## src/hdl/liu_irq_pkg.sv

```systemverilog
// package for the line interface channel interrupt enable block
// assumes a 32-bit axi4-lite register bus, one aligned word per register
package liu_irq_pkg;
   // register byte offsets
   localparam logic [7:0] ENABLE_OFFSET = 8'h04;
   localparam logic [7:0] STATUS_OFFSET = 8'h08;
   localparam logic [7:0] EVENT_OFFSET = 8'h0c;
   localparam logic [7:0] CONTROL_OFFSET = 8'h10;
   // enable, event and control bit positions
   localparam int TEST_PATTERN_BIT = 0;
   localparam int SIGNAL_LOSS_BIT = 1;
   localparam int ALARM_SIGNAL_BIT = 2;
   localparam int LOOP_CODE_BIT = 3;
   localparam int CODE_VIOLATION_BIT = 4;
   localparam int SINGLE_RAIL_BIT = 0;
   localparam int FRAMER_BYPASS_BIT = 1;
   localparam int EVENT_WIDTH = 5;
   // reset values
   localparam logic [7:0] ENABLE_RESET = 8'h00;
   localparam logic [1:0] CONTROL_RESET = 2'h0;
   // axi responses
   localparam logic [1:0] RESP_OKAY = 2'h0;
   localparam logic [1:0] RESP_SLVERR = 2'h2;
endpackage : liu_irq_pkg

```

## src/hdl/liu_reg_if.sv

```systemverilog
// interface carrying one register access from the bus slave to the core
// assumes a single clock domain
`timescale 1ns/1ps
interface liu_reg_if;
   logic wr_en;
   logic rd_en;
   logic [7:0] addr;
   logic [31:0] wdata;
   logic [3:0] wstrb;
   logic [31:0] rdata;
   logic err;
   modport slave (output wr_en, rd_en, addr, wdata, wstrb, input rdata, err);
   modport core (input wr_en, rd_en, addr, wdata, wstrb, output rdata, err);
endinterface : liu_reg_if

```

## src/hdl/liu_axi_slave.sv

```systemverilog
// axi4-lite slave that turns bus transfers into single-cycle register accesses
// assumes aclk only and synchronous active low reset
`timescale 1ns/1ps
module liu_axi_slave
   import liu_irq_pkg::*;
(
   input wire logic aclk,
   input wire logic aresetn,
   input wire logic [7:0] awaddr,
   input wire logic awvalid,
   output logic awready,
   input wire logic [31:0] wdata,
   input wire logic [3:0] wstrb,
   input wire logic wvalid,
   output logic wready,
   output logic [1:0] bresp,
   output logic bvalid,
   input wire logic bready,
   input wire logic [7:0] araddr,
   input wire logic arvalid,
   output logic arready,
   output logic [31:0] rdata,
   output logic [1:0] rresp,
   output logic rvalid,
   input wire logic rready,
   liu_reg_if.slave regs
);
   logic aw_held_q;
   logic w_held_q;
   logic [7:0] awaddr_q;
   logic [31:0] wdata_q;
   logic [3:0] wstrb_q;
   logic do_write;
   logic do_read;

   // channels are taken once and held until the write can run
   assign awready = !aw_held_q && !bvalid;
   assign wready = !w_held_q && !bvalid;
   assign arready = !rvalid && !do_write; // a read waits out a running write, so it is never taken and lost
   assign do_write = aw_held_q && w_held_q && !bvalid;
   assign do_read = arvalid && arready;

   // capture write address
   always_ff @(posedge aclk) begin
      if (!aresetn) begin
         aw_held_q <= 1'b0;
         awaddr_q <= 8'h00;
      end else if (awvalid && awready) begin
         aw_held_q <= 1'b1;
         awaddr_q <= awaddr;
      end else if (do_write) begin
         aw_held_q <= 1'b0;
      end
   end

   // capture write data
   always_ff @(posedge aclk) begin
      if (!aresetn) begin
         w_held_q <= 1'b0;
         wdata_q <= 32'h0000_0000;
         wstrb_q <= 4'h0;
      end else if (wvalid && wready) begin
         w_held_q <= 1'b1;
         wdata_q <= wdata;
         wstrb_q <= wstrb;
      end else if (do_write) begin
         w_held_q <= 1'b0;
      end
   end

   // register access strobes toward the core
   assign regs.wr_en = do_write;
   assign regs.rd_en = do_read;
   assign regs.addr = do_write ? awaddr_q : araddr;
   assign regs.wdata = wdata_q;
   assign regs.wstrb = wstrb_q;

   // write response
   always_ff @(posedge aclk) begin
      if (!aresetn) begin
         bvalid <= 1'b0;
         bresp <= RESP_OKAY;
      end else if (do_write) begin
         bvalid <= 1'b1;
         bresp <= regs.err ? RESP_SLVERR : RESP_OKAY;
      end else if (bready) begin
         bvalid <= 1'b0;
      end
   end

   // read response
   always_ff @(posedge aclk) begin
      if (!aresetn) begin
         rvalid <= 1'b0;
         rresp <= RESP_OKAY;
         rdata <= 32'h0000_0000;
      end else if (do_read && !do_write) begin
         rvalid <= 1'b1;
         rresp <= regs.err ? RESP_SLVERR : RESP_OKAY;
         rdata <= regs.rdata;
      end else if (rready) begin
         rvalid <= 1'b0;
      end
   end
endmodule : liu_axi_slave

```

## src/hdl/liu_channel_interrupt_enables.sv

```systemverilog
// line interface channel interrupt enables, status and request
// assumes condition inputs synchronous to aclk; axi4-lite slave for software
//
// Notes on behaviour
// - bit 4 enables code violation interrupts; one enables, zero masks, resets zero
// - bit 3 enables interrupts on start and end of loop code detection
// - bit 2 enables alarm signal interrupts; meant for framer bypass only
// - bit 1 enables interrupts on loss of signal declare and clear
// - bit 0 enables interrupts on start and end of test pattern detection
// - these registers work only in single-rail mode; framer must match
// - code violation status follows receiver; every transition makes an event; the logic only counts it with framer bypass set too
//
// The implementer's own choices: the register addresses and register access over AXI4-Lite.
`timescale 1ns/1ps
module liu_channel_interrupt_enables
   import liu_irq_pkg::*;
(
   input wire logic aclk,
   input wire logic aresetn,
   input wire logic [7:0] awaddr,
   input wire logic awvalid,
   output logic awready,
   input wire logic [31:0] wdata,
   input wire logic [3:0] wstrb,
   input wire logic wvalid,
   output logic wready,
   output logic [1:0] bresp,
   output logic bvalid,
   input wire logic bready,
   input wire logic [7:0] araddr,
   input wire logic arvalid,
   output logic arready,
   output logic [31:0] rdata,
   output logic [1:0] rresp,
   output logic rvalid,
   input wire logic rready,
   input wire logic code_violation_in,
   input wire logic loop_code_detect_in,
   input wire logic alarm_signal_in,
   input wire logic signal_loss_in,
   input wire logic test_pattern_in,
   output logic irq
);
   liu_reg_if regs ();

   // ****************************************
   // bus slave
   // ****************************************
   liu_axi_slave u_slave (
      .aclk(aclk),
      .aresetn(aresetn),
      .awaddr(awaddr),
      .awvalid(awvalid),
      .awready(awready),
      .wdata(wdata),
      .wstrb(wstrb),
      .wvalid(wvalid),
      .wready(wready),
      .bresp(bresp),
      .bvalid(bvalid),
      .bready(bready),
      .araddr(araddr),
      .arvalid(arvalid),
      .arready(arready),
      .rdata(rdata),
      .rresp(rresp),
      .rvalid(rvalid),
      .rready(rready),
      .regs(regs)
   );

   // ****************************************
   // registers and state
   // ****************************************
   logic [7:0] enable_q;
   logic [1:0] control_q;
   logic [EVENT_WIDTH-1:0] level_q;
   logic [EVENT_WIDTH-1:0] event_q;
   logic [EVENT_WIDTH-1:0] level_now;
   logic [EVENT_WIDTH-1:0] change;
   logic [EVENT_WIDTH-1:0] gate;
   logic single_rail;
   logic bypass;
   logic event_read;

   function automatic logic hit(input logic [7:0] a, input logic [7:0] off);
      hit = (a[7:2] == off[7:2]);
   endfunction : hit

   assign single_rail = control_q[SINGLE_RAIL_BIT];
   assign bypass = control_q[FRAMER_BYPASS_BIT];
   assign level_now = {code_violation_in, loop_code_detect_in, alarm_signal_in,
                       signal_loss_in, test_pattern_in};

   // enable register, byte lane 0 only
   always_ff @(posedge aclk) begin
      if (!aresetn) begin
         enable_q <= ENABLE_RESET;
      end else if (regs.wr_en && hit(regs.addr, ENABLE_OFFSET) && regs.wstrb[0]) begin
         enable_q <= regs.wdata[7:0];
      end
   end

   // mode control: single rail and framer bypass
   always_ff @(posedge aclk) begin
      if (!aresetn) begin
         control_q <= CONTROL_RESET;
      end else if (regs.wr_en && hit(regs.addr, CONTROL_OFFSET) && regs.wstrb[0]) begin
         control_q <= regs.wdata[1:0];
      end
   end

   // sampled condition levels; status follows the receiver
   always_ff @(posedge aclk) begin
      if (!aresetn) begin
         level_q <= '0;
      end else begin
         level_q <= level_now;
      end
   end

   // any transition of a condition is a change event
   assign change = level_now ^ level_q;

   // events count only in single-rail mode; violation and alarm need bypass
   always_comb begin
      gate = {EVENT_WIDTH{single_rail}};
      gate[CODE_VIOLATION_BIT] = single_rail && bypass;
      gate[ALARM_SIGNAL_BIT] = single_rail && bypass;
   end

   assign event_read = regs.rd_en && hit(regs.addr, EVENT_OFFSET);

   // sticky events, cleared by reading; a new event beats the clear
   always_ff @(posedge aclk) begin
      if (!aresetn) begin
         event_q <= '0;
      end else begin
         event_q <= (event_read ? '0 : event_q) | (change & gate);
      end
   end

   // interrupt only from enabled events
   assign irq = |(event_q & enable_q[EVENT_WIDTH-1:0]);

   // read mux and unmapped decode
   always_comb begin
      regs.rdata = 32'h0000_0000;
      regs.err = 1'b0;
      if (hit(regs.addr, ENABLE_OFFSET)) begin
         regs.rdata[7:0] = enable_q;
      end else if (hit(regs.addr, STATUS_OFFSET)) begin
         regs.rdata[EVENT_WIDTH-1:0] = level_q;
      end else if (hit(regs.addr, EVENT_OFFSET)) begin
         regs.rdata[EVENT_WIDTH-1:0] = event_q;
      end else if (hit(regs.addr, CONTROL_OFFSET)) begin
         regs.rdata[1:0] = control_q;
      end else begin
         regs.err = 1'b1;
      end
   end
endmodule : liu_channel_interrupt_enables

```

## config.mk

```make
export PLATFORM = sky130hd
export DESIGN_NAME = liu_channel_interrupt_enables
export DESIGN_NICKNAME = d
export VERILOG_FILES = /design/src/hdl/liu_irq_pkg.sv /design/src/hdl/liu_reg_if.sv /design/src/hdl/liu_axi_slave.sv /design/src/hdl/liu_channel_interrupt_enables.sv
export SDC_FILE = /design/constraint.sdc
export NUM_CORES = 1
export LEC_CHECK = 0
export BUFFER_PORTS_ARGS = -buffer_cell sky130_fd_sc_hd__buf_2
export CAP_MARGIN = 0
export CORE_ASPECT_RATIO = 1.4
export CORE_UTILIZATION = 44
export CTS_BUF_LIST = sky130_fd_sc_hd__clkbuf_2
export CTS_CLUSTER_SIZE = 10
export DETAILED_ROUTE_END_ITERATION = 16
export PLACE_DENSITY = 0.85
export SLEW_MARGIN = 20
export SYNTH_ARGS = -nofsm -noshare
export SYNTH_HDL_FRONTEND = slang
export SYNTH_SLANG_ARGS = --single-unit
```

## constraint.sdc

```tcl
create_clock -name aclk -period 2.2 [get_ports aclk]
set_input_delay 0.22 -clock aclk [delete_from_list [all_inputs] [get_ports aclk]]
set_output_delay 0.22 -clock aclk [all_outputs]
set_load 0.01 [all_outputs]
```

==> results.txt, run 1 <==
The analysis attributes to net switching a power of 491.6 uW. For this run, the leading register cell type out of synthesis is dfxtp_1. The repair_antennas step left the layout with diodes totalling 0.

Counting the fill cells in the layout gives 471. The count of cells in the finished layout, fillers not included, comes to 389. The total overflow reported by the global router was 0. TritonCTS built the clock tree. The H-tree was split into 2 levels. After detailed routing, the number of remaining DRC violations is 0. The worst register-to-register path ends at u_slave.rdata[0].

For the number of ports placed on the die boundary, the log shows 106. The share of cells above drive strength 1 is 0.1950, and the minimum clock period is 1969 ps. The synthesized design contains 0 enable-type register cells.

The number of instances on the worst hold path works out to 3. The number of setup buffers added after CTS is 0. The final worst-path cycle share is 0.8950. Clock latency of the later-clocked register in the worst-skew pair: 460 ps.

The top layer reached by signal wires was met4. The share of the synthesized area in the top cell type was 0.4157. The met1 layer wirelength in the final routing was 2.060 mm; the proportion of synthesized flip-flops having asynchronous set or reset was 0. The run gives 0.4574 as the initial cell density of the core.

The floorplan die width is 63.90 um, and the transition at the pin with the smallest max-transition slack is 672.0 ps. The sum of routed wire length over all layers was 4.901 mm; the die span in y was 88.65 um. The tools report the number of cells produced by synthesis as 259. The worst setup path is captured at a register. Detailed routing inserted a total of 1966 vias. The switching power share of the total was 0.3011; the slack of the worst reg-to-reg path was 230 ps. First element of the critical path: u_slave.aw_held_q. Across the routed clock network, the largest skew measured is 27.08 ps. The path class of the tightest hold or removal check is in2reg.

For this design the ratio of total power to cell area is 588.6 nW/um^2. The run gives 49 as the CTS sink count. Data arrives at the worst endpoint at 2340 ps.

After clock tree synthesis, the clock-pin slew on the worst setup and hold paths is 260 ps. Type of the worst setup path: reg2reg. For the max-cap violation count, the log shows 0. The synthesized design spends more area on one cell type than any other, namely dfxtp_1. In this run the clock root is driven by a clkbuf_2.

The number of synthesis warnings is 0, and the relative area change from synthesis to final layout is 17.55%. In this run the standard cell core region covers 5159 sq um. By area the synthesized netlist is led by dfxtp_1 (42%), buf_4 (8.3%), mux2i_1 (7.6%). First-pass GRT wire length: 7.935 mm.

For the worst setup path, the data required time is 2570 ps. In this run the remaining antenna-violating nets after routing total 0. Setup violations remaining at the end of the flow were counted as 0.

The tools report the maximum number of pins on one net before global-route repair as 51. The cell area that synthesis handed to floorplanning was 2360 sq um. Counting distinct cell types in the post-synthesis netlist gives 40.

The worst setup path is launched from a register. Wire segments on met3 add up to 230 um in the final route. The core utilization of the finished layout was 0.5377. Summed over all cells, the static leakage comes to 0.001203 uW. The startpoint identified for the worst register-to-register timing path is u_slave.aw_held_q.

The tools report the hold path endpoint as u_slave.awaddr_q[5]. Clock power share: 0.255. Setup repair after global routing left no endpoint under its margin.

The floorplan step defined a die boundary enclosing 5664 sq um. Summed over all nets, the half-perimeter wirelength after detailed placement is 3.638 mm. The beginning of the worst hold path was awaddr[5].

The logs give 2.485 mm for the detailed route wirelength on metal2 and 0.8409 for the final weighted congestion in routability-driven placement. The design draws 1633 uW. For this block, the initial DRC count from the detailed router was 78. Measured in cells, the most critical reg-to-reg path has a length of 6.

The number of max-slew violations in the final report was 0. The flow ran to the end, and the final reports show no timing, DRC or antenna violations. The count of final hold-check violations came out at 0. After detailed routing, the average wire length per cell comes to 12.60 um. The pre-antenna-repair detailed-routing pass consisted of 6 iterations. The number of antenna violations at the first check in global routing was 0; the total placed cells including tap cells was 364. Adding up every negative setup slack in the final design gives 0 ps. The tools report the combinational power share as 0.157.

The synthesized design contains 49 register bits. The number of gates resized after CTS was 0. The total routing resource utilization after global routing came out at 0.1803. After floorplanning, the core was divided into 31 placement rows.

Cell internal power was estimated by the tool at 1141 uW. A synthesized cell averages 9.111 sq um. The worst slew margin relative to its limit was 0.5520; the TritonCTS buffer count was 5. Via density per instance: 5.054. For the final-stage net count, the log shows 386.

The logs give 2 for the number of buffers between clock root and the deepest sink and 0.588 for the sequential cell fraction of total power. Along the worst path, the maximum fanout reaches 9. The maximum vdd drop came out at 0.4283 mV. The number of hold-repair buffers added at the cts stage is 16.

The upper clock frequency limit was 507.9 MHz; the number of global-route vias before repair was 1816. The portion of the post-synthesis area used by sequential elements was 0.4157. The count of buffers inserted at the top-level ports was 48.
==> how the worst max path moves through the flow <==
stage / cells after the start / slack, ps / endpoint
2_1_floorplan: 5 / 500 / enable_q[0]
3_3_place_gp: 5 / 300 / enable_q[1]
3_5_place_dp: 5 / 240 / enable_q[4]
4_1_cts: 5 / 220 / enable_q[4]
5_1_grt: 6 / 40 / u_slave.rdata[1]
6_report: 6 / 230 / u_slave.rdata[0]
==> per-stage QoR <==
step	hold slack, ps	instance area [sq um]	setup WS, ps
6_report	23.14	2774	231.0
2_1_floorplan	341.7	2454	499.8
4_1_cts	10.61	2764	216.8
3_5_place_dp	451.9	2550	239.9
3_3_place_gp	447.3	2550	300.5
5_1_grt	5.005	2774	42.60
==> registers in the layout, indices dropped and copies added, names as in the netlist, 2 cells and up <==
name	count
u_slave.awaddr_q	6
enable_q	8
control_q	2
u_slave.regs.wdata	8
event_q	5
level_q	5
u_slave.rdata	8
==> final cells by class <==
type / instances / area [sq um] / share of cell area
inverters: 3 / 11.26 / 0.004060
multi-input cells: 196 / 1220 / 0.4398
flip-flops and latches: 49 / 980.9 / 0.3536
repair buffers: 67 / 425.4 / 0.1534
clock buffers: 5 / 25.02 / 0.009021
clock inverters: 3 / 28.78 / 0.01037
well taps: 66 / 82.58 / 0.02977
==> metal layers <==
metal,up-vias,global-route usage
met5,-,0
met4,0,0.08471
met3,11,0.03093
met2,71,0.3230
met1,909,0.2075
li1,975,-
==> cells in the mapped netlist (all sizes together) (3+ instances only) <==
master and count:
nand2b 3, a22oi 7, inv 3, and2 7, nor2b 26, nand3 11
nor3 4, a31oi 3, a21boi 15, a21oi 4, buf 28, nand2 29
a2bb2oi 3, nor2 6, clkbuf 8, dfxtp 49, o21ai 6, xor2 5
mux2i 18
==> power groups by stage <==
stage,Sequential (uW),Combinational (uW),Clock [uW]
after floorplan,973,186,0
after global placement,975,225,0
after detailed placement,976,232,0
after CTS,960,254,419
after global routing,967,286,462
final,961,256,416
==> critical path, stage by stage (launching register included) <==
cell and delay (ps):
dfxtp_1 460, and3b_1 290, buf_4 200, mux2i_1 490
a31oi_1 90, a221oi_1 250, o31ai_1 110
==> layout by cell type (no fill, tap or decap), types with 2 or more instances in the layout <==
cell | Yosys | layout
clkbuf_2 | 0 | 5
and2_1 | 7 | 7
nand2b_1 | 3 | 3
nand2_1 | 29 | 29
a31oi_1 | 3 | 3
dfxtp_1 | 49 | 49
nor3_1 | 4 | 4
a21oi_1 | 4 | 4
nand3_1 | 11 | 11
nor2b_1 | 26 | 26
o31ai_1 | 2 | 2
buf_4 | 26 | 2
nor2_1 | 6 | 6
a21boi_0 | 15 | 15
a221oi_1 | 2 | 2
conb_1 | 1 | 26
mux2i_1 | 18 | 18
mux2_2 | 2 | 2
dlygate4sd3_1 | 0 | 17
o21ai_0 | 6 | 6
inv_1 | 3 | 3
o22ai_1 | 2 | 2
a22oi_1 | 7 | 7
buf_2 | 1 | 48
a32oi_1 | 2 | 2
a2bb2oi_1 | 3 | 3
xor2_1 | 5 | 5
==> logic make-up (layout without fill, tap and decap cells) <==
group                     after synthesis  after routing  share of synthesized area
xor gates and xnor gates                6              6                    0.02227
buffers and inverters                  39             78                     0.1071
muxes                                  20             20                    0.08589
and+or+nand+nor                        95             95                     0.2195
DFF                                    49             49                     0.4157
AOI/OAI and AO/OA                      49             49                     0.1479
other                                   1             26                   0.001589
No activity file was read; power rests on OpenSTA's default activity.
==> run 2, diff against run 1 <==
Settings changed: PLACE_DENSITY 0.85 to 0.88.
Clock period 2.2 ns to 1.8 ns, I/O delays scaled along.
==> run 2 against run 1 <==
  * Sequential share of layout area is 1.4 points lower
  * Largest power group unchanged
  * Hold slack got worse by 11 ps
  * Register-to-register slack got worse by 180 ps
  * Clock-buffer cell count did not move
  * Final area is 5.0% higher
  * Fmax increased by 13%
  * Critical path type unchanged
  * Combinational power grew 35%
==> results.txt, run 2 (synthesis gave the netlist of run 1 again) <==
First element of the critical path: u_slave.bvalid (was u_slave.aw_held_q). The data required time of the critical path came out at 2180 ps (was 2570 ps). Crit path cell chain: buf_4 -> nand3b_1 -> buf_6 -> mux2_2 -> a31oi_1 -> a221oi_1 -> o31ai_1 (was and3b_1 -> buf_4 -> mux2i_1 -> a31oi_1 -> a221oi_1 -> o31ai_1). For the first-pass GRT wire length, the log shows 8.238 mm (was 7.935 mm). For the number of filler instances in the final layout, the log shows 451 (was 471). The CTS clock-pin slew for the worst setup and hold paths came out at 260 ps (about the same).

The number of antenna violations at the first check in global routing came out at 0 (unchanged). The type of element capturing the critical path was a register (unchanged). The number of buffers between clock root and the deepest sink is 2 (unchanged), and the maximum fanout along the worst path is 8 (was 9). The number of ports placed on the die boundary is 106 (unchanged). The logs give 5.189 mm (was 4.901 mm) for the sum of routed wire length over all layers and 0 (unchanged) for the number of endpoints failing setup at the final stage. For the TritonCTS buffer count, the log shows 5 (unchanged). The post-layout instance area was 2913 sq um (was 2774 sq um); the total overflow reported by the global router was 0 (unchanged). The commonest non-fill, non-tap cell in the layout was buf_2 (was dfxtp_1). The maximum cell stage delay along the critical path came out at 370 ps (was 490 ps). The final total power came out at 2112 uW (was 1633 uW).

The logs give 0.5055 mV (was 0.4283 mV) for the maximum vdd drop and 2 (unchanged) for the number of levels the H-tree was split into. The maximum clock skew at final layout is 34.57 ps (was 27.08 ps). The remaining design rule violation count is 0 (unchanged), and the floorplan die width is 63.90 um (unchanged). The beginning of the worst hold path is awaddr[4] (was awaddr[5]).

The tools report the category of the worst setup path launch point as a register (unchanged). TritonCTS built the clock tree. The relative area change from synthesis to final layout works out to 23.44% (was 17.55%). The run gives 7 (was 6) as the number of detailed-routing iterations run before antenna repair. The logs give 2130 ps (was 2340 ps) for the data arrival at the endpoint of the critical path and 0.1874 (was 0.1803) for the total routing resource utilization after global routing.

The run finished with clean final reports. The tools report the number of antenna-violating nets in the routed design as 0 (unchanged). Setup repair after global routing could not meet its margin everywhere. The number of instances on the worst hold path is 3 (unchanged). CTS sink count: 49 (unchanged).

Library cell used as clock root buffer: clkbuf_2 (unchanged). The final-stage net count is 399 (was 386), and the number of global-route vias before repair is 1827 (was 1816). The tools report the core utilization of the finished layout as 0.5646 (was 0.5377).

The via density per instance is 5.062 (was 5.054), and the total placed cells including tap cells is 374 (was 364). Clock latency of the later-clocked register in the worst-skew pair: 440 ps (was 460 ps). The share of cells above drive strength 1 was 0.2440 (was 0.1950).

The upper clock frequency limit is 572.0 MHz (was 507.9 MHz), and the count of buffers inserted at the top-level ports is 48 (unchanged). The area of placed instances was 2625 sq um (was 2550 sq um); the max-cap violation count was 0 (unchanged). The worst min-delay path category was in2reg (unchanged). The worst reg2reg path depth works out to 7 (was 6).

The die span in y was 88.65 um (unchanged); the final worst-path cycle share was 0.9713 (was 0.8950). The run gives 5159 sq um (unchanged) as the standard cell core area. The worst hold margin was 11.71 ps (was 23.14 ps); the power density of the placed cells was 725.1 nW/um^2 (was 588.6 nW/um^2). Transition at the pin with the smallest max-transition slack: 514.7 ps (was 672.0 ps). The type of the worst setup path is reg2reg (unchanged). The worst slew margin relative to its limit is 0.6569 (was 0.5520). Initial DRC count: 71 (was 78). The library cell contributing the largest single delay on the critical path was dfxtp_2 (was mux2i_1). The logs give 38 (was 51) for the maximum number of pins on one net before global-route repair and 0 (unchanged) for the count of final hold-check violations. The run gives 0 (unchanged) as the number of inserted diodes. The final weighted congestion in routability-driven placement was 0.8981 (was 0.8409); the initial cell density of the core was 0.4574 (unchanged). The run gives 2035 (was 1966) as the detailed-route via count.

The die footprint is 5664 sq um (unchanged), and the post-detailed-placement half-perimeter wirelength is 3.870 mm (was 3.638 mm). The minimum clock period was 1748 ps (was 1969 ps); the detailed-route wire length per cell was 12.91 um (was 12.60 um). The final cell count without fillers came out at 402 (was 389).

Most frequent cells in the layout: buf_2 (48), dfxtp_1 (45), nand2_1 (29) (was dfxtp_1 (49), buf_2 (48), nand2_1 (29)). For the number of rows in the core area, the log shows 31 (unchanged). The static power due to leakage came out at 0.001282 uW (was 0.001203 uW). The startpoint of the most critical register-to-register path is u_slave.bvalid (was u_slave.aw_held_q). For the number of max-slew violations in the final report, the log shows 0 (unchanged).
[run 2: power breakdown]
| group | internal, uW | total [uW] | switching (uW) |
|---|---|---|---|
| sequential | 1130 | 1170 | 36.2 |
| clock | 238 | 596 | 359 |
| combinational | 165 | 345 | 180 |
| total | 1540 | 2110 | 575 |
[run 2: cell type report]
| type | count | area, sq um | share of cell area |
|---|---|---|---|
| Multi-Input combinational cell | 196 | 1229 | 0.4218 |
| Clock inverter | 3 | 43.79 | 0.01503 |
| Inverter | 3 | 11.26 | 0.003866 |
| Clock buffer | 5 | 25.02 | 0.008591 |
| Sequential cell | 49 | 988.4 | 0.3393 |
| Tap cell | 66 | 82.58 | 0.02835 |
| Timing Repair Buffer | 80 | 533.0 | 0.1830 |
[run 2: critical path: cells and delay by family (launching register included)]
kind	cells	cell delay, ps
AO/OA/AOI/OAI	3	510
AND/OR/NAND/NOR	1	220
multiplexers	1	280
buffers and inverters	2	320
flip-flops	1	370
[run 2: timing repair]
item                                   in CTS  in global routing
hold buffers                               17                  1
pin swaps                                   0                  3
cloned                                      0                  0
endpoints found under the hold margin      17                  1
setup endpoints to repair                   2                 14
buffers inserted                            0                  2
resized for setup                           0                 10
[run 2: final timing paths]
check	endpoint	slack (ps)
setup reg to reg	u_slave.rdata[0]	50
hold / removal	u_slave.awaddr_q[4]	10
hold reg to reg	u_slave.regs.wdata[3]	480
setup / recovery	u_slave.rdata[0]	50
[run 2: stage by stage]
stage | setup TNS (ps) | setup WS [ps]
final | 0 | 51.74
after CTS | -7.332 | -6.551
after floorplan | 0 | 99.82
after global placement | 0 | 18.11
after detailed placement | -10.00 | -5.175
after global routing | -10.49 | -7.494
[run 2: layer usage]
layer	wire length, um	up-vias	GRT usage
met4	128	0	0.09298
met5	0	-	0
li1	-	999	-
met2	2723	70	0.3327
met3	239	11	0.04381
met1	2097	955	0.2093
